### src/hdl/dbv_pkg.sv
// Package of register offsets, field positions, reset values and limits of the bus supervisor.
package dbv_pkg;
  // ---------------------------------------------------------------------------
  // Register offsets on the parameter port.
  // ---------------------------------------------------------------------------
  localparam logic [15:0] OVF_LEVEL_ADDR = 16'h031a;
  localparam logic [15:0] OVW_LEVEL_ADDR = 16'h031c;
  localparam logic [15:0] CAP_LIMIT_ADDR = 16'h031e;
  localparam logic [15:0] UVF_LEVEL_ADDR = 16'h0320;
  localparam logic [15:0] UV_MODE_ADDR = 16'h0322;
  localparam logic [15:0] VBUS_READ_ADDR = 16'h0326;
  localparam logic [15:0] FLAGS_ADDR = 16'h0330;
  localparam logic [15:0] NV_SAVE_ADDR = 16'h0332;

  // ---------------------------------------------------------------------------
  // Flag register bit positions; faults are cleared by writing one.
  // ---------------------------------------------------------------------------
  localparam int FLAG_OV_WARN = 0;
  localparam int FLAG_UV_FAULT = 1;
  localparam int FLAG_CAP_FAULT = 2;
  localparam int FLAG_OV_FAULT = 3;

  // ---------------------------------------------------------------------------
  // Reset values and accepted ranges, in volts.
  // ---------------------------------------------------------------------------
  localparam logic [15:0] OVW_LEVEL_RST = 16'h0000;
  localparam logic [15:0] UVF_LEVEL_RST = 16'h005a;
  localparam logic UV_MODE_RST = 1'h1;
  localparam logic [15:0] VOLT_MAX = 16'h0384;
  localparam logic [15:0] UVF_MIN = 16'h005a;
  localparam logic [15:0] UVF_MAX = 16'h01a4;
endpackage

### src/hdl/dbv_supervisor.sv
// DC bus voltage supervisor with its parameter registers and fault flags.
`timescale 1ns/1ps

// Notes on behaviour
// - Over-voltage fault level is read-only, 16 bit.
// - Over-voltage fault level comes from EEPROM.
// - Warning level writable, 0..900, zero disables.
// - Warn while bus voltage exceeds nonzero level.
// - Capacitor load limit is read-only, 8 bit.
// - Load above limit raises capacitor overload fault once the EEPROM load has been done.
// - Under-voltage level accepts 90..420, default 90.
// - Under-voltage default from EEPROM, user writable, saveable.
// - Mode 0 always faults; mode 1 only on enable.
// - Measured bus voltage readable, compared against thresholds.
module dbv_supervisor
  import dbv_pkg::*;
(
  input wire logic CLK_IN,
  input wire logic RST_N_IN,
  input wire logic [15:0] VBUS_SAMPLE_IN,
  input wire logic VBUS_VALID_IN,
  input wire logic [7:0] CAP_LOAD_IN,
  input wire logic CAP_VALID_IN,
  input wire logic ENABLE_REQ_IN,
  input wire logic EE_LOAD_IN,
  input wire logic [15:0] EE_OVF_LEVEL_IN,
  input wire logic [15:0] EE_UVF_LEVEL_IN,
  input wire logic [7:0] EE_CAP_LIMIT_IN,
  input wire logic [15:0] ADDR_IN,
  input wire logic WR_IN,
  input wire logic RD_IN,
  input wire logic [15:0] WR_DATA_IN,
  output logic [15:0] RD_DATA_OUT,
  output logic RD_VALID_OUT,
  output logic NV_SAVE_OUT,
  output logic [15:0] NV_DATA_OUT,
  output logic OV_WARN_OUT,
  output logic UV_FAULT_OUT,
  output logic CAP_FAULT_OUT,
  output logic OV_FAULT_OUT
);

  // ---------------------------------------------------------------------------
  // Registers and decode.
  // ---------------------------------------------------------------------------
  logic [15:0] ovf_level_r;
  logic [15:0] ovw_level_r;
  logic [7:0] cap_limit_r;
  logic [15:0] uvf_level_r;
  logic uv_mode_r;
  logic [15:0] vbus_r;
  logic ee_valid_r;
  logic wr_ovw;
  logic wr_uvf;
  logic wr_mode;
  logic wr_flags;
  logic [3:0] clr_bits;

  // Write strobes; out-of-range values are dropped rather than clamped.
  assign wr_ovw = WR_IN && (ADDR_IN == OVW_LEVEL_ADDR) && (WR_DATA_IN <= VOLT_MAX);
  assign wr_uvf = WR_IN && (ADDR_IN == UVF_LEVEL_ADDR) && (WR_DATA_IN >= UVF_MIN)
    && (WR_DATA_IN <= UVF_MAX);
  assign wr_mode = WR_IN && (ADDR_IN == UV_MODE_ADDR);
  assign wr_flags = WR_IN && (ADDR_IN == FLAGS_ADDR);
  assign clr_bits = wr_flags ? WR_DATA_IN[3:0] : 4'h0;

  // The fault level and capacitor limit change only on an EEPROM load.
  always_ff @(posedge CLK_IN or negedge RST_N_IN) begin
    if (!RST_N_IN) begin
      ovf_level_r <= 16'h0000;
      cap_limit_r <= 8'h00;
      ee_valid_r <= 1'b0;
    end else if (EE_LOAD_IN) begin
      ovf_level_r <= EE_OVF_LEVEL_IN;
      cap_limit_r <= EE_CAP_LIMIT_IN;
      ee_valid_r <= 1'b1;
    end
  end

  // Warning level, user writable only.
  always_ff @(posedge CLK_IN or negedge RST_N_IN) begin
    if (!RST_N_IN) begin
      ovw_level_r <= OVW_LEVEL_RST;
    end else if (wr_ovw) begin
      ovw_level_r <= WR_DATA_IN;
    end
  end

  // Under-voltage level: a user write wins over an EEPROM default load.
  always_ff @(posedge CLK_IN or negedge RST_N_IN) begin
    if (!RST_N_IN) begin
      uvf_level_r <= UVF_LEVEL_RST;
    end else if (wr_uvf) begin
      uvf_level_r <= WR_DATA_IN;
    end else if (EE_LOAD_IN) begin
      uvf_level_r <= EE_UVF_LEVEL_IN;
    end
  end

  // Under-voltage fault mode.
  always_ff @(posedge CLK_IN or negedge RST_N_IN) begin
    if (!RST_N_IN) begin
      uv_mode_r <= UV_MODE_RST;
    end else if (wr_mode) begin
      uv_mode_r <= WR_DATA_IN[0];
    end
  end

  // A save write hands the current under-voltage level to the NV store.
  always_ff @(posedge CLK_IN or negedge RST_N_IN) begin
    if (!RST_N_IN) begin
      NV_SAVE_OUT <= 1'b0;
      NV_DATA_OUT <= 16'h0000;
    end else begin
      NV_SAVE_OUT <= WR_IN && (ADDR_IN == NV_SAVE_ADDR);
      if (WR_IN && (ADDR_IN == NV_SAVE_ADDR)) begin
        NV_DATA_OUT <= uvf_level_r;
      end
    end
  end

  // ---------------------------------------------------------------------------
  // Comparison and flags.
  // ---------------------------------------------------------------------------
  logic ov_warn_hit;
  logic uv_hit;
  logic cap_hit;
  logic ov_hit;

  // Comparisons use the fresh sample, so flags lag it by exactly one edge.
  assign ov_warn_hit = (ovw_level_r != 16'h0000) && (VBUS_SAMPLE_IN > ovw_level_r);
  assign uv_hit = (VBUS_SAMPLE_IN < uvf_level_r) && (!uv_mode_r || ENABLE_REQ_IN);
  assign cap_hit = CAP_VALID_IN && ee_valid_r && (CAP_LOAD_IN > cap_limit_r);
  // Before the EEPROM load the fault level is unknown, so no fault is raised.
  assign ov_hit = ee_valid_r && (VBUS_SAMPLE_IN > ovf_level_r);

  // Latest sample kept for read-back.
  always_ff @(posedge CLK_IN or negedge RST_N_IN) begin
    if (!RST_N_IN) begin
      vbus_r <= 16'h0000;
    end else if (VBUS_VALID_IN) begin
      vbus_r <= VBUS_SAMPLE_IN;
    end
  end

  // Warning tracks each sample and holds between samples.
  always_ff @(posedge CLK_IN or negedge RST_N_IN) begin
    if (!RST_N_IN) begin
      OV_WARN_OUT <= 1'b0;
    end else if (VBUS_VALID_IN) begin
      OV_WARN_OUT <= ov_warn_hit;
    end
  end

  // Sticky faults; a new hit in the clearing cycle keeps the flag set.
  always_ff @(posedge CLK_IN or negedge RST_N_IN) begin
    if (!RST_N_IN) begin
      UV_FAULT_OUT <= 1'b0;
      CAP_FAULT_OUT <= 1'b0;
      OV_FAULT_OUT <= 1'b0;
    end else begin
      UV_FAULT_OUT <= (VBUS_VALID_IN && uv_hit)
        || (UV_FAULT_OUT && !clr_bits[FLAG_UV_FAULT]);
      CAP_FAULT_OUT <= cap_hit || (CAP_FAULT_OUT && !clr_bits[FLAG_CAP_FAULT]);
      OV_FAULT_OUT <= (VBUS_VALID_IN && ov_hit)
        || (OV_FAULT_OUT && !clr_bits[FLAG_OV_FAULT]);
    end
  end

  // ---------------------------------------------------------------------------
  // Read port: data one edge after the strobe, unmapped reads return zero.
  // ---------------------------------------------------------------------------
  always_ff @(posedge CLK_IN or negedge RST_N_IN) begin
    if (!RST_N_IN) begin
      RD_DATA_OUT <= 16'h0000;
      RD_VALID_OUT <= 1'b0;
    end else begin
      RD_VALID_OUT <= RD_IN;
      if (RD_IN) begin
        case (ADDR_IN)
          OVF_LEVEL_ADDR: RD_DATA_OUT <= ovf_level_r;
          OVW_LEVEL_ADDR: RD_DATA_OUT <= ovw_level_r;
          CAP_LIMIT_ADDR: RD_DATA_OUT <= {8'h00, cap_limit_r};
          UVF_LEVEL_ADDR: RD_DATA_OUT <= uvf_level_r;
          UV_MODE_ADDR: RD_DATA_OUT <= {15'h0000, uv_mode_r};
          VBUS_READ_ADDR: RD_DATA_OUT <= vbus_r;
          FLAGS_ADDR: RD_DATA_OUT <= {12'h000, OV_FAULT_OUT, CAP_FAULT_OUT, UV_FAULT_OUT,
            OV_WARN_OUT};
          default: RD_DATA_OUT <= 16'h0000;
        endcase
      end
    end
  end
endmodule

### config.mk
export PLATFORM = sky130hd
export DESIGN_NAME = dbv_supervisor
export DESIGN_NICKNAME = d
export VERILOG_FILES = /design/src/hdl/dbv_pkg.sv /design/src/hdl/dbv_supervisor.sv
export SDC_FILE = /design/constraint.sdc
export NUM_CORES = 1
export LEC_CHECK = 0
export ABC_CLOCK_PERIOD_IN_PS = 2400
export BUFFER_PORTS_ARGS = -buffer_cell sky130_fd_sc_hd__buf_2
export CORE_UTILIZATION = 52
export DETAILED_ROUTE_END_ITERATION = 7
export PLACE_DENSITY_LB_ADDON = 0.1
export SLEW_MARGIN = 15
export SYNTH_ARGS = -nofsm -noshare
export SYNTH_HDL_FRONTEND = slang
export SYNTH_SLANG_ARGS = --single-unit
export TNS_END_PERCENT = 50
### constraint.sdc
create_clock -name CLK_IN -period 2.4 [get_ports CLK_IN]
set_input_delay 0.12 -clock CLK_IN [delete_from_list [all_inputs] [get_ports CLK_IN]]
set_output_delay 0.12 -clock CLK_IN [all_outputs]
set_load 0.02 [all_outputs]
# Word-level counts from Yosys, hierarchy flattened

Index checks and enable logic that the tools add are counted.
W data, S select, Z words.

Output and inout bits: 38
Register bits: 112

Mux-type cells: 4
Equality and inequality tests: 8
Reduce and logical (&&, ||, !) cells: 28
Magnitude comparators: 7

Operators by type and width:

| operator               | number |
|---|---|
| $eq A16 B10 Y1 const B | 8 |
| $pmux W16 S7           | 1 |
| $gt A16 B16 Y1         | 2 |
| $mux W16               | 2 |
| $logic_and A1 B1 Y1    | 18 |
| $ge A16 B7 Y1 const B  | 1 |
| $le A16 B10 Y1 const B | 1 |
| $le A16 B9 Y1 const B  | 1 |
| $lt A16 B16 Y1         | 1 |
| $reduce_bool A16 Y1    | 1 |
| $gt A8 B8 Y1           | 1 |
| $logic_not A1 Y1       | 4 |
| $logic_or A1 B1 Y1     | 4 |
| $mux W4                | 1 |
| $reduce_bool A2 Y1     | 1 |

# Longest topological paths before layout

Gate-level depths: netlist of the first run.

Word-level depth: 6
Gate-level depth with buffers: 7
Mapped depth without buffers: 7

# Worst setup path before layout of the first run

OpenSTA, ideal clock, no wires.

Kind: in2reg
Start point: input port ADDR_IN[14]
End point: register ovw_level_r[6]
Setup slack: 0.321 ns
Data arrival time: 1.954 ns
Buffers on the path: 2
Stages: 7
Cells stage by stage: or4_4 buf_6 nor4_4 nand2_2 nor3_4 buf_6 mux2_4

Cells in the longest elaborated chain, start to end: 3

RTL lines:

| item                              | line                 | RTL |
|---|---|---|
| start, declared                   | dbv_supervisor.sv:29 | `input wire logic [15:0] ADDR_IN,` |
| $eq A16 B10 Y1                    | dbv_supervisor.sv:60 | `assign wr_ovw = WR_IN && (ADDR_IN == OVW_LEVEL_ADDR) && (WR_DATA_IN <= VOLT_MAX);` |
| $logic_and A1 B1 Y1 (2 in series) | dbv_supervisor.sv:60 |  |
| end signal, assigned              | dbv_supervisor.sv:83 | `ovw_level_r <= OVW_LEVEL_RST;` |
| end signal, assigned              | dbv_supervisor.sv:85 | `ovw_level_r <= WR_DATA_IN;` |
| end, declared                     | dbv_supervisor.sv:47 | `logic [15:0] ovw_level_r;` |

Every way passes these cells.
A chain may end at the register's enable or synchronous reset.

# Worst setup path in the final report of the first run

Start point: register cap_limit_r[6]
End point: register CAP_FAULT_OUT

Cells in the longest elaborated chain, start to end: 3

RTL lines:

| item                   | line                  | RTL |
|---|---|---|
| start, declared        | dbv_supervisor.sv:48  | `logic [7:0] cap_limit_r;` |
| start signal, assigned | dbv_supervisor.sv:71  | `cap_limit_r <= 8'h00;` |
| start signal, assigned | dbv_supervisor.sv:75  | `cap_limit_r <= EE_CAP_LIMIT_IN;` |
| $gt A8 B8 Y1           | dbv_supervisor.sv:133 | `assign cap_hit = CAP_VALID_IN && ee_valid_r && (CAP_LOAD_IN > cap_limit_r);` |
| $logic_and A1 B1 Y1    | dbv_supervisor.sv:133 |  |
| $logic_or A1 B1 Y1     | dbv_supervisor.sv:164 | `CAP_FAULT_OUT <= cap_hit \|\| (CAP_FAULT_OUT && !clr_bits[FLAG_CAP_FAULT]);` |
| end signal, assigned   | dbv_supervisor.sv:164 |  |
| end, declared          | dbv_supervisor.sv:39  | `output logic CAP_FAULT_OUT,` |

Every way passes these cells.

==> results.yml, run 1 <==
grt:
  antenna_found_initial: 0
  grt.overflow.total: 0
  grt_pass1_wl_um: 28800
  grt_usage_pct: 29.4
  maximum_number_of_pins_on_one_net_before_global_route_repair: 65
  first_global_vias: 5598
routing:
  first_pass_iters: 5
  detail_route.iter0.violations: 406
  avgRoutedWirePerCell_um: 18.8
  postRouteAntennaNets: 0
  finalWirelength_um: 18200
  vias_per_cell: 5.75
  remaining_drc_errors: 0
  vias_after_detailed_routing: 5572
sta:
  setup-violations-final: 0
  worst_slew_pin_slew_ns: 0.697
  maxClockFrequency_ghz: 0.520
  finClkSkew_ns: 0.00826
  max_slew_margin_pct: 53.6
  timing_max_transition_violations_final: 0
  final_cycle_utilization_of_the_critical_path_pct: 80.1
  rsz0062_at_grt: "false"
  setup_total_negative_slack_ns: 0
  timing.hold.ws_ns: 0.00491
  timing.final.hold_violations: 0
  finalCriticalPeriod_ns: 1.92
die:
  num_io_pins: 142
  initial_utilization_pct: 53.8
  floorplan.core_area_mm2: 0.0121
  rows: 40
  dieArea_mm2: 0.0129
  dieHeight_um: 114
  chipWidth_um: 114
worst_setup_path:
  max_stage_delay_ns: 0.48
  critPathArrivalTime_ns: 2.18
  critical_path_class: "reg -> reg"
  worstPathBufferInverterCount: 1
  crit_path_end_kind: "flop"
  critical-path-slowest-cell: "or3b_2"
  cpLargestDelayFamily: "compound AO/OA/AOI/OAI gates"
  worst-endpoint-required_ns: 2.65
  cells_along_the_critical_path: "inv_1, ha_1, a21o_1, a21oi_1, or3b_2, a22o_1"
  crit_path_launch_type: "flop"
  critical_path.max_fanout: 2
yosys:
  asyncSetResetFlopFracSynth_pct: 100
  synth_flop_cell: "dfrtp_1"
  postSynthAreaPerCell_um2: 10.3
  register_bit_count_reported_by_yosys: 112
  syn_area_mm2: 0.00649
  post_synth_num_cell_types: 61
  syn-instance-count: 632
  count_of_flip_flops_with_a_built_in_enable_after_synthesis: 0
  synth.yosys.warnings: 0
  synth_seq_area_share_pct: 43.3
  synth_nets: 791
clock_tree:
  clock_pin_slew_on_the_worst_setup_and_hold_paths_ns: 0.08
  clk-insertion-delay-late_ns: 0.37
  clock-sinks: 112
  clock_buffers_created_by_tritoncts: 9
  ctsHtreeMaxLevel: 3
  tritoncts: "built"
  ctsLongestPathBuffers: 2
  post_cts.resized_instances: 0
  root_buffer: "clkbuf_16"
place:
  placement.cell_area_mm2: 0.00740
  placement.io_buffers: 141
  place.detailed.hpwl_um: 13900
  place.gp.congestion: 0.917
flow_run:
  maxCapViolCount: 0
finish:
  syn_to_final_growth_pct: 22.7
  insertedDiodeCount: 0
  layout_cells_sized_above_1_pct: 30.5
  multi_input_area_mm2: 0.00333
  area.sequential_mm2: 0.00281
  fillers: 972
  finalInstanceArea_mm2: 0.00796
  mostFrequentLayoutCell: "buf_2"
  nets: 955
  mostFrequentLayoutCells: "buf_2, dfrtp_1, inv_1"
power_and_ir_drop:
  p_leak_nw: 3.87
  irDropWorstVdd_v: 0.000380
  pwr_density_cell_mw_per_mm2: 529
status:
  run_status: "completed"
min_path:
  worst_hold_class: "in -> reg"
==> layer usage <==
layer  GRT usage (%)  part of all wire, %
met3            6.48                  6.2
met1            40.8                   47
met4            8.25                  1.6
met2            46.6                   46
met5               0                    0
==> stage by stage <==
stage	cells	setup WS [ns]	utilization (%)	power, mW
detailed placement	927	0.187	61.4	2.68
CTS	969	0.477	66.0	4.23
global placement	927	0.222	61.4	2.65
global route	969	0.401	66.0	4.39
finish	969	0.477	66.0	4.21
floorplan	632	0.321	-	2.40
==> worst register-to-register path, cell delays in order (launching register included) <==
cell and delay (ns):
dfrtp_1 0.37, inv_1 0.06, ha_1 0.29, a21o_1 0.18, a21oi_1 0.20, or3b_2 0.48
a22o_1 0.23
==> registers in the layout, indices dropped and copies added, names as in the netlist, 8 cells and up <==
| signal | flops |
|---|---|
| cap_limit_r | 8 |
| ovw_level_r | 16 |
| vbus_r | 16 |
| NV_DATA_OUT | 16 |
| uvf_level_r | 16 |
| ovf_level_r | 16 |
| RD_DATA_OUT | 16 |
==> cell usage after synthesis, types with 4 or more instances <==
cell,instances,share of area [%]
mux2i_1,8,1.2
mux2_2,52,9.0
a31oi_1,4,0.39
nor3_1,5,0.39
nand4b_1,10,1.4
dfstp_2,5,2.0
ha_1,55,11
a41o_1,4,0.62
nand4_1,8,0.77
nor4_4,4,1.3
nor4_1,8,0.77
clkbuf_1,18,1.0
nand3_1,25,1.9
nand2_1,55,3.2
o21ai_0,50,3.9
a32o_1,8,1.2
buf_2,4,0.31
a21oi_1,30,2.3
dfrtp_1,107,41
inv_1,57,3.3
a32oi_1,16,2.2
nor2b_1,6,0.58
and4_1,4,0.54
nor2_1,30,1.7
==> kinds of logic after synthesis <==
family	Yosys count	share of synthesized area [%]
multiplexers	63	11.0
AO/OA/AOI/OAI	139	13.9
buffers and inverters	85	5.34
flip-flops	112	43.3
AND/OR/NAND/NOR	178	15.9
adder cells (fa/ha/maj)	55	10.6
==> final timing paths <==
| path | startpoint | to | slack, ns | cells after the start |
|---|---|---|---|---|
| max in group asynchronous | RST_N_IN | vbus_r[6]$_DFFE_PN0P_ | 1.52 | 3 |
| worst min register to register | RD_DATA_OUT[5]$_DFFE_PN0P_ | RD_DATA_OUT[5]$_DFFE_PN0P_ | 0.50 | 2 |
| worst max-delay path | cap_limit_r[6]$_DFFE_PN0P_ | CAP_FAULT_OUT$_DFF_PN0_ | 0.48 | 6 |
| worst min-delay path | EE_OVF_LEVEL_IN[5] | ovf_level_r[5]$_DFFE_PN0P_ | 0.005 | 3 |
| worst max register to register | cap_limit_r[6]$_DFFE_PN0P_ | CAP_FAULT_OUT$_DFF_PN0_ | 0.48 | 6 |
| min in group asynchronous | RST_N_IN | cap_limit_r[2]$_DFFE_PN0P_ | 0.17 | 2 |
==> timing repair <==
action / CTS / global route
hold buffers: 26 / 0
hold endpoints to repair: 49 / 0
buffers inserted: 0 / 0
==> cell type report <==
type                    instances  area share, %
repair buffers                181           13.8
inverters                      57           2.69
flip-flops and latches        112           35.3
well taps                     168           2.64
clock inverters                 7          0.912
multi-input cells             435           41.8
clock buffers                   9           2.83
==> power breakdown <==
group,switching (mW),internal [mW],leakage [nW]
sequential,0.0760,1.98,1.39
combinational,0.347,0.282,2.34
clock,0.784,0.741,0.144
total,1.21,3.00,3.87
Power figures use the tool's default switching activity.
==> inputs of run 2 (changes only) <==
--- a/config.mk
+++ b/config.mk
@@ -5,7 +5,8 @@
 export SDC_FILE = /design/constraint.sdc
 export NUM_CORES = 1
 export LEC_CHECK = 0
-export ABC_CLOCK_PERIOD_IN_PS = 2400
+export ABC_AREA = 1
+export ABC_CLOCK_PERIOD_IN_PS = 1800
 export BUFFER_PORTS_ARGS = -buffer_cell sky130_fd_sc_hd__buf_2
 export CORE_UTILIZATION = 52
 export DETAILED_ROUTE_END_ITERATION = 7
==> constraint.sdc (replaced) <==
create_clock -name CLK_IN -period 1.8 [get_ports CLK_IN]
set_input_delay 0.09 -clock CLK_IN [delete_from_list [all_inputs] [get_ports CLK_IN]]
set_output_delay 0.09 -clock CLK_IN [all_outputs]
set_load 0.02 [all_outputs]
==> run 2 against run 1 <==
Compared with the run above:
- the flow now finishes with violations (hold timing)
- global-route usage grew 1.9 points
- critical path depth up 1
- clock power increased by 37%
- non-clock buffer count is 6 higher
- wire length increased by 11%
- flip-flop and latch count unchanged
- sequential power up 32%
- clock skew fell by 0.0044 ns
- setup slack got worse by 0.32 ns
- combinational power is 46% higher
- sequential share of layout area decreased by 1.4 points
- synthesized area increased by 3.8%
==> results.yml, run 2 <==
yosys:
  syn-instance-count: 893
  synth-adder-area-share_pct: 10.2
  post_synth_num_cell_types: 32
  synth_xor_area_share_pct: 0
  synthesized_area_fraction_occupied_by_ao_oa_aoi_and_oai_cells_pct: 9.53
  synthSimpleGateAreaFrac_pct: 30.7
  synth_flop_cell: "dfrtp_1"
  asyncSetResetFlopFracSynth_pct: 100
  count_of_flip_flops_with_a_built_in_enable_after_synthesis: 0
  netlist_top_cells_area: "dfrtp_1, nand2_1, ha_1"
  synth_top_family_by_area: "simple AND/OR/NAND/NOR gates"
  synth_nets: 1052
  synth_most_common_cell: "nand2_1"
  synthDominantCellAreaShare_pct: 39.8
  register_bit_count_reported_by_yosys: 112
  postSynthAreaPerCell_um2: 7.54
  syn_area_mm2: 0.00674
  synth_mux_area_share_pct: 0
  synth_top_area_cell: "dfrtp_1"
  synth.yosys.warnings: 0
  synth.top_cells.by_count: "nand2_1, dfrtp_1, nand3_1"
  synth_seq_area_share_pct: 41.7
worst_setup_path:
  rr_startpoint: "ovf_level_r[15]$_DFFE_PN0P_"
  critical_path_class: "reg -> reg"
  worst_path_most_repeated_cell: "nand2_1"
  cells_along_the_critical_path: "inv_1, ha_1, nand4_1, nor3_1, a31oi_1, nand2_1, nand2_1"
  worst-endpoint-required_ns: 2.04
  ff2ff_setup_slack_ns: 0.16
  crit_path_launch_type: "flop"
  cpLargestDelayFamily: "simple AND/OR/NAND/NOR gates"
  critical-path-slowest-cell: "dfrtp_1"
  crit_path_end_kind: "flop"
  critPathArrivalTime_ns: 1.88
  ff2ff_path_depth: 7
  max_stage_delay_ns: 0.40
  critical_path.max_fanout: 3
  worstPathBufferInverterCount: 1
  worstReg2RegEnd: "OV_FAULT_OUT$_DFF_PN0_"
sta:
  finalCriticalPeriod_ns: 1.64
  timing_max_transition_violations_final: 0
  timing.final.hold_violations: 1
  finClkSkew_ns: 0.00383
  setup-violations-final: 0
  final_cycle_utilization_of_the_critical_path_pct: 91.2
  max_slew_margin_pct: 52.3
  worst_slew_pin_slew_ns: 0.714
  setup_total_negative_slack_ns: 0
  rsz0062_at_grt: "false"
  timing.final.ws_setup_ns: 0.159
  timing.hold.ws_ns: -0.00188
  maxClockFrequency_ghz: 0.609
grt:
  maximum_number_of_pins_on_one_net_before_global_route_repair: 42
  grt_pass1_wl_um: 31300
  grt.overflow.total: 0
  antenna_found_initial: 0
  grt_usage_pct: 31.3
  first_global_vias: 5901
clock_tree:
  tritoncts: "built"
  ctsHtreeMaxLevel: 3
  clk-insertion-delay-late_ns: 0.36
  clock_pin_slew_on_the_worst_setup_and_hold_paths_ns: 0.07
  clock-sinks: 112
  ctsLongestPathBuffers: 2
  root_buffer: "clkbuf_16"
  clock_buffers_created_by_tritoncts: 9
  cts.repair_timing.setup_buffer_count: 0
place:
  place.detailed.hpwl_um: 15000
  preCtsSetupSlack_ns: 0.190
  place.gp.congestion: 0.916
  placement.cell_area_mm2: 0.00767
  placement.io_buffers: 141
min_path:
  worst_hold_class: "in -> reg"
  hold-path-cell-count: 3
  hold_path_startpoint: "EE_CAP_LIMIT_IN[0]"
  hold_critical_path_endpoint: "cap_limit_r[0]$_DFFE_PN0P_"
routing:
  detail_route.iter0.violations: 572
  vias_after_detailed_routing: 6601
  finalWirelength_um: 20200
  first_pass_iters: 6
  postRouteAntennaNets: 0
  avgRoutedWirePerCell_um: 16.3
  remaining_drc_errors: 0
  vias_per_cell: 5.33
finish:
  mostFrequentLayoutCell: "nand2_1"
  layout_cells_sized_above_1_pct: 19.2
  post-route-util_pct: 65.6
  nets: 1221
  fillers: 1179
  insertedDiodeCount: 0
  area.sequential_mm2: 0.00281
  mostFrequentLayoutCells: "nand2_1, buf_2, dfrtp_1"
  finalInstanceArea_mm2: 0.00828
  multi_input_area_mm2: 0.00340
  syn_to_final_growth_pct: 22.9
die:
  initial_utilization_pct: 53.4
  num_io_pins: 142
  floorplan.core_area_mm2: 0.0126
  dieHeight_um: 116
  rows: 41
  chipWidth_um: 116
  dieArea_mm2: 0.0134
status:
  failed_checks: "hold timing"
  run_status: "finished, violations left"
flow_run:
  maxCapViolCount: 0
power_and_ir_drop:
  pwr_density_cell_mw_per_mm2: 689
  irDropWorstVdd_v: 0.000420
  fin_total_pwr_mw: 5.71
  p_leak_nw: 4.47
==> run 2: changes by cell type after synthesis, moves of 6 or more <==
cell / delta
nand2_1: +226
nand3_1: +69
mux2_2: -52
inv_1: +36
nor2_1: +36
o21ai_0: +19
a32oi_1: -16
nand4b_1: -10
o21ai_1: +10
a32o_1: -8
mux2i_1: -8
nor2_2: +7
nor2_4: +6
nor2b_1: -6
==> run 2: layout make-up <==
type / instances / share of cell area (%)
Clock buffer: 12 / 3.10
Clock inverter: 4 / 0.620
Inverter: 95 / 4.31
Multi-Input combinational cell: 657 / 41.1
Sequential cell: 112 / 33.9
Tap cell: 172 / 2.60
Timing Repair Buffer: 187 / 14.4
==> run 2: per-layer routing <==
layer / vias to the layer above / share of wire, % / global-route usage, %
li1: 3233 / - / -
met1: 3032 / 46 / 47.7
met2: 309 / 42 / 45.3
met3: 27 / 9.4 / 4.45
met4: 0 / 2.0 / 10.4
met5: - / 0 / 0
==> run 2: worst register-to-register path, stage by stage, from the launching register on <==
cell and delay (ns):
dfrtp_1 0.40, inv_1 0.07, ha_1 0.32, nand4_1 0.12
nor3_1 0.35, a31oi_1 0.13, nand2_1 0.09, nand2_1 0.05
==> run 2: worst max path at each step <==
stage	start	endpoint	slack (ns)	cells after the start
after global placement	ovw_level_r[15]$_DFFE_PN0P_	OV_WARN_OUT$_DFFE_PN0P_	0.16	9
after global routing	uvf_level_r[4]$_DFFE_PN1P_	UV_FAULT_OUT$_DFF_PN0_	0.03	9
final	ovf_level_r[15]$_DFFE_PN0P_	OV_FAULT_OUT$_DFF_PN0_	0.16	7
after detailed placement	ovw_level_r[13]$_DFFE_PN0P_	OV_WARN_OUT$_DFFE_PN0P_	0.19	9
after floorplan	ovw_level_r[15]$_DFFE_PN0P_	OV_WARN_OUT$_DFFE_PN0P_	0.43	9
after CTS	ovw_level_r[13]$_DFFE_PN0P_	OV_WARN_OUT$_DFFE_PN0P_	0.17	9
==> run 2: logic make-up (layout without fill, tap and decap cells) <==
group           count (synthesis)  in the layout
buf+inv                       124            298
flops                         112            112
fa+ha+maj                      55             55
simple gates                  479            479
compound gates                123            123
==> run 2: stage by stage <==
stage          instances  hold WS, ns
6_report            1239     -0.00188
2_1_floorplan        893       -0.206
3_3_place_gp        1193       0.0338
3_5_place_dp        1193       0.0350
5_1_grt             1239       0.0209
4_1_cts             1239      0.00488
==> run 2: repair_timing <==
item | CTS | global route
gates resized for setup | 0 | 1
endpoints found under the hold margin | 81 | 0
hold buffers | 30 | 0
setup endpoints to repair | 0 | 1
==> run 2: where the power goes <==
part	leakage, nW	switching [mW]	internal, mW
Clock	0.149	0.926	1.16
Sequential	1.40	0.0711	2.63
Combinational	2.93	0.559	0.358
Total	4.47	1.56	4.15
==> inputs of run 3 (changes only) <==
--- a/config.mk
+++ b/config.mk
@@ -11,6 +11,7 @@
 export CORE_UTILIZATION = 52
 export DETAILED_ROUTE_END_ITERATION = 7
 export PLACE_DENSITY_LB_ADDON = 0.1
+export RECOVER_POWER = 25
 export SLEW_MARGIN = 15
 export SYNTH_ARGS = -nofsm -noshare
 export SYNTH_HDL_FRONTEND = slang
==> run 3 against run 2 <==
Compared with the run above:
- the flow still finishes with violations (hold timing)
- utilization down 0.20 points
- flip-flop and latch count unchanged
- clock power about the same
- non-clock buffer count unchanged
- worst hold slack better by 0.0012 ns
- total power about the same
- first-iteration DRC count down 5.6%
- register-to-register slack about the same
- via count up 1.1%
- design area down 0.30%
- critical endpoint unchanged
- largest cell class unchanged
- largest power group unchanged
- highest routed layer unchanged
==> results.yml, run 3 (synthesis results as in run 2) <==
sta:
  max_slew_margin_pct: 45.2
  worst_slew_pin_slew_ns: 0.822
  maxClockFrequency_ghz: 0.610
  timing_max_transition_violations_final: 0
  rsz0062_at_grt: "false"
  timing.final.ws_setup_ns: 0.160
  finalCriticalPeriod_ns: 1.64
  setup-violations-final: 0
  setup_total_negative_slack_ns: 0
  final_cycle_utilization_of_the_critical_path_pct: 91.1
  timing.hold.ws_ns: -0.000689
  finClkSkew_ns: 0.00381
  timing.final.hold_violations: 1
routing:
  detail_route.iter0.violations: 540
  first_pass_iters: 5
  finalWirelength_um: 20200
  postRouteAntennaNets: 0
  avgRoutedWirePerCell_um: 16.3
  vias_after_detailed_routing: 6674
  remaining_drc_errors: 0
  vias_per_cell: 5.39
place:
  placement.cell_area_mm2: 0.00767
  placement.io_buffers: 141
  place.detailed.hpwl_um: 15000
  preCtsSetupSlack_ns: 0.190
  place.gp.congestion: 0.916
die:
  initial_utilization_pct: 53.4
  num_io_pins: 142
  rows: 41
  floorplan.core_area_mm2: 0.0126
  chipWidth_um: 116
  dieArea_mm2: 0.0134
  dieHeight_um: 116
min_path:
  hold-path-cell-count: 3
  worst_hold_class: "in -> reg"
clock_tree:
  cts.repair_timing.setup_buffer_count: 0
  tritoncts: "built"
  ctsLongestPathBuffers: 2
  root_buffer: "clkbuf_16"
  clk-insertion-delay-late_ns: 0.36
  clock_buffers_created_by_tritoncts: 9
  clock-sinks: 112
  ctsHtreeMaxLevel: 3
  clock_pin_slew_on_the_worst_setup_and_hold_paths_ns: 0.07
worst_setup_path:
  critical_path_class: "reg -> reg"
  crit_path_end_kind: "flop"
  critPathArrivalTime_ns: 1.88
  critical_path.max_fanout: 3
  worst-endpoint-required_ns: 2.04
  ff2ff_path_depth: 7
  crit_path_launch_type: "flop"
finish:
  post-route-util_pct: 65.4
  syn_to_final_growth_pct: 22.6
  layout_cells_sized_above_1_pct: 18.9
  nets: 1221
  mostFrequentLayoutCells: "nand2_1, buf_2, dfrtp_1"
  insertedDiodeCount: 0
  finalInstanceArea_mm2: 0.00825
  mostFrequentLayoutCell: "nand2_1"
grt:
  grt_pass1_wl_um: 31300
  first_global_vias: 5901
  maximum_number_of_pins_on_one_net_before_global_route_repair: 42
  grt.overflow.total: 0
  antenna_found_initial: 0
  grt_usage_pct: 31.3
status:
  run_status: "finished, violations left"
  failed_checks: "hold timing"
power_and_ir_drop:
  p_leak_nw: 4.46
  fin_total_pwr_mw: 5.71
  pwr_density_cell_mw_per_mm2: 691
  irDropWorstVdd_v: 0.000421
flow_run:
  maxCapViolCount: 0
-- run 3: changes by cell type in the layout (fill, tap and decap cells not counted), sizes merged --
cell	before	now
clkbuf	12	16
buf	157	153
-- run 3: per-stage QoR --
step	hold slack (ns)	instances
6_report	-0.000689	1239
5_1_grt	0.0209	1239
4_1_cts	0.00488	1239
3_5_place_dp	0.0350	1193
3_3_place_gp	0.0338	1193
2_1_floorplan	-0.206	893
-- run 3: cell type report --
cell class              count  area (um2)
clock inverters             4        51.3
inverters                  95         357
clock buffers              12         256
fillers                  1181        4370
repair buffers            187        1170
flip-flops and latches    112        2810
well taps                 172         215
multi-input cells         657        3390
-- run 3: path summary, 6_finish.rpt --
path,from,to,slack [ns]
setup / recovery,ovf_level_r[15]$_DFFE_PN0P_,OV_FAULT_OUT$_DFF_PN0_,0.16
hold / removal,EE_CAP_LIMIT_IN[0],cap_limit_r[0]$_DFFE_PN0P_,-0.0007
setup reg to reg,ovf_level_r[15]$_DFFE_PN0P_,OV_FAULT_OUT$_DFF_PN0_,0.16
hold reg to reg,RD_DATA_OUT[6]$_DFFE_PN0P_,RD_DATA_OUT[6]$_DFFE_PN0P_,0.47
max in group asynchronous,RST_N_IN,ovf_level_r[12]$_DFFE_PN0P_,0.27
min in group asynchronous,RST_N_IN,RD_DATA_OUT[3]$_DFFE_PN0P_,0.32
-- run 3: critical path, stage by stage (launching register included) --
cell and delay [ns]:
dfrtp_1 0.40, inv_1 0.07, ha_1 0.32, nand4_1 0.12, nor3_1 0.35, a31oi_1 0.13, nand2_1 0.09, nand2_1 0.05
-- run 3: report_power, final --
part,switching [mW],leakage [nW],internal [mW]
Clock,0.927,0.149,1.16
Sequential,0.0714,1.40,2.63
Combinational,0.561,2.91,0.353
-- run 3: repair_timing --
item	in CTS	in global routing
hold buffers	30	0
resized for setup	0	1
setup endpoints to repair	0	1
hold endpoints to repair	81	0
-- run 3: layer usage --
layer | vias up | track usage [%] | routed length, um
met2 | 341 | 45.3 | 8530
met4 | 0 | 10.4 | 451
li1 | 3233 | - | -
met1 | 3065 | 47.7 | 9410
met3 | 35 | 4.45 | 1800
met5 | - | 0 | 0
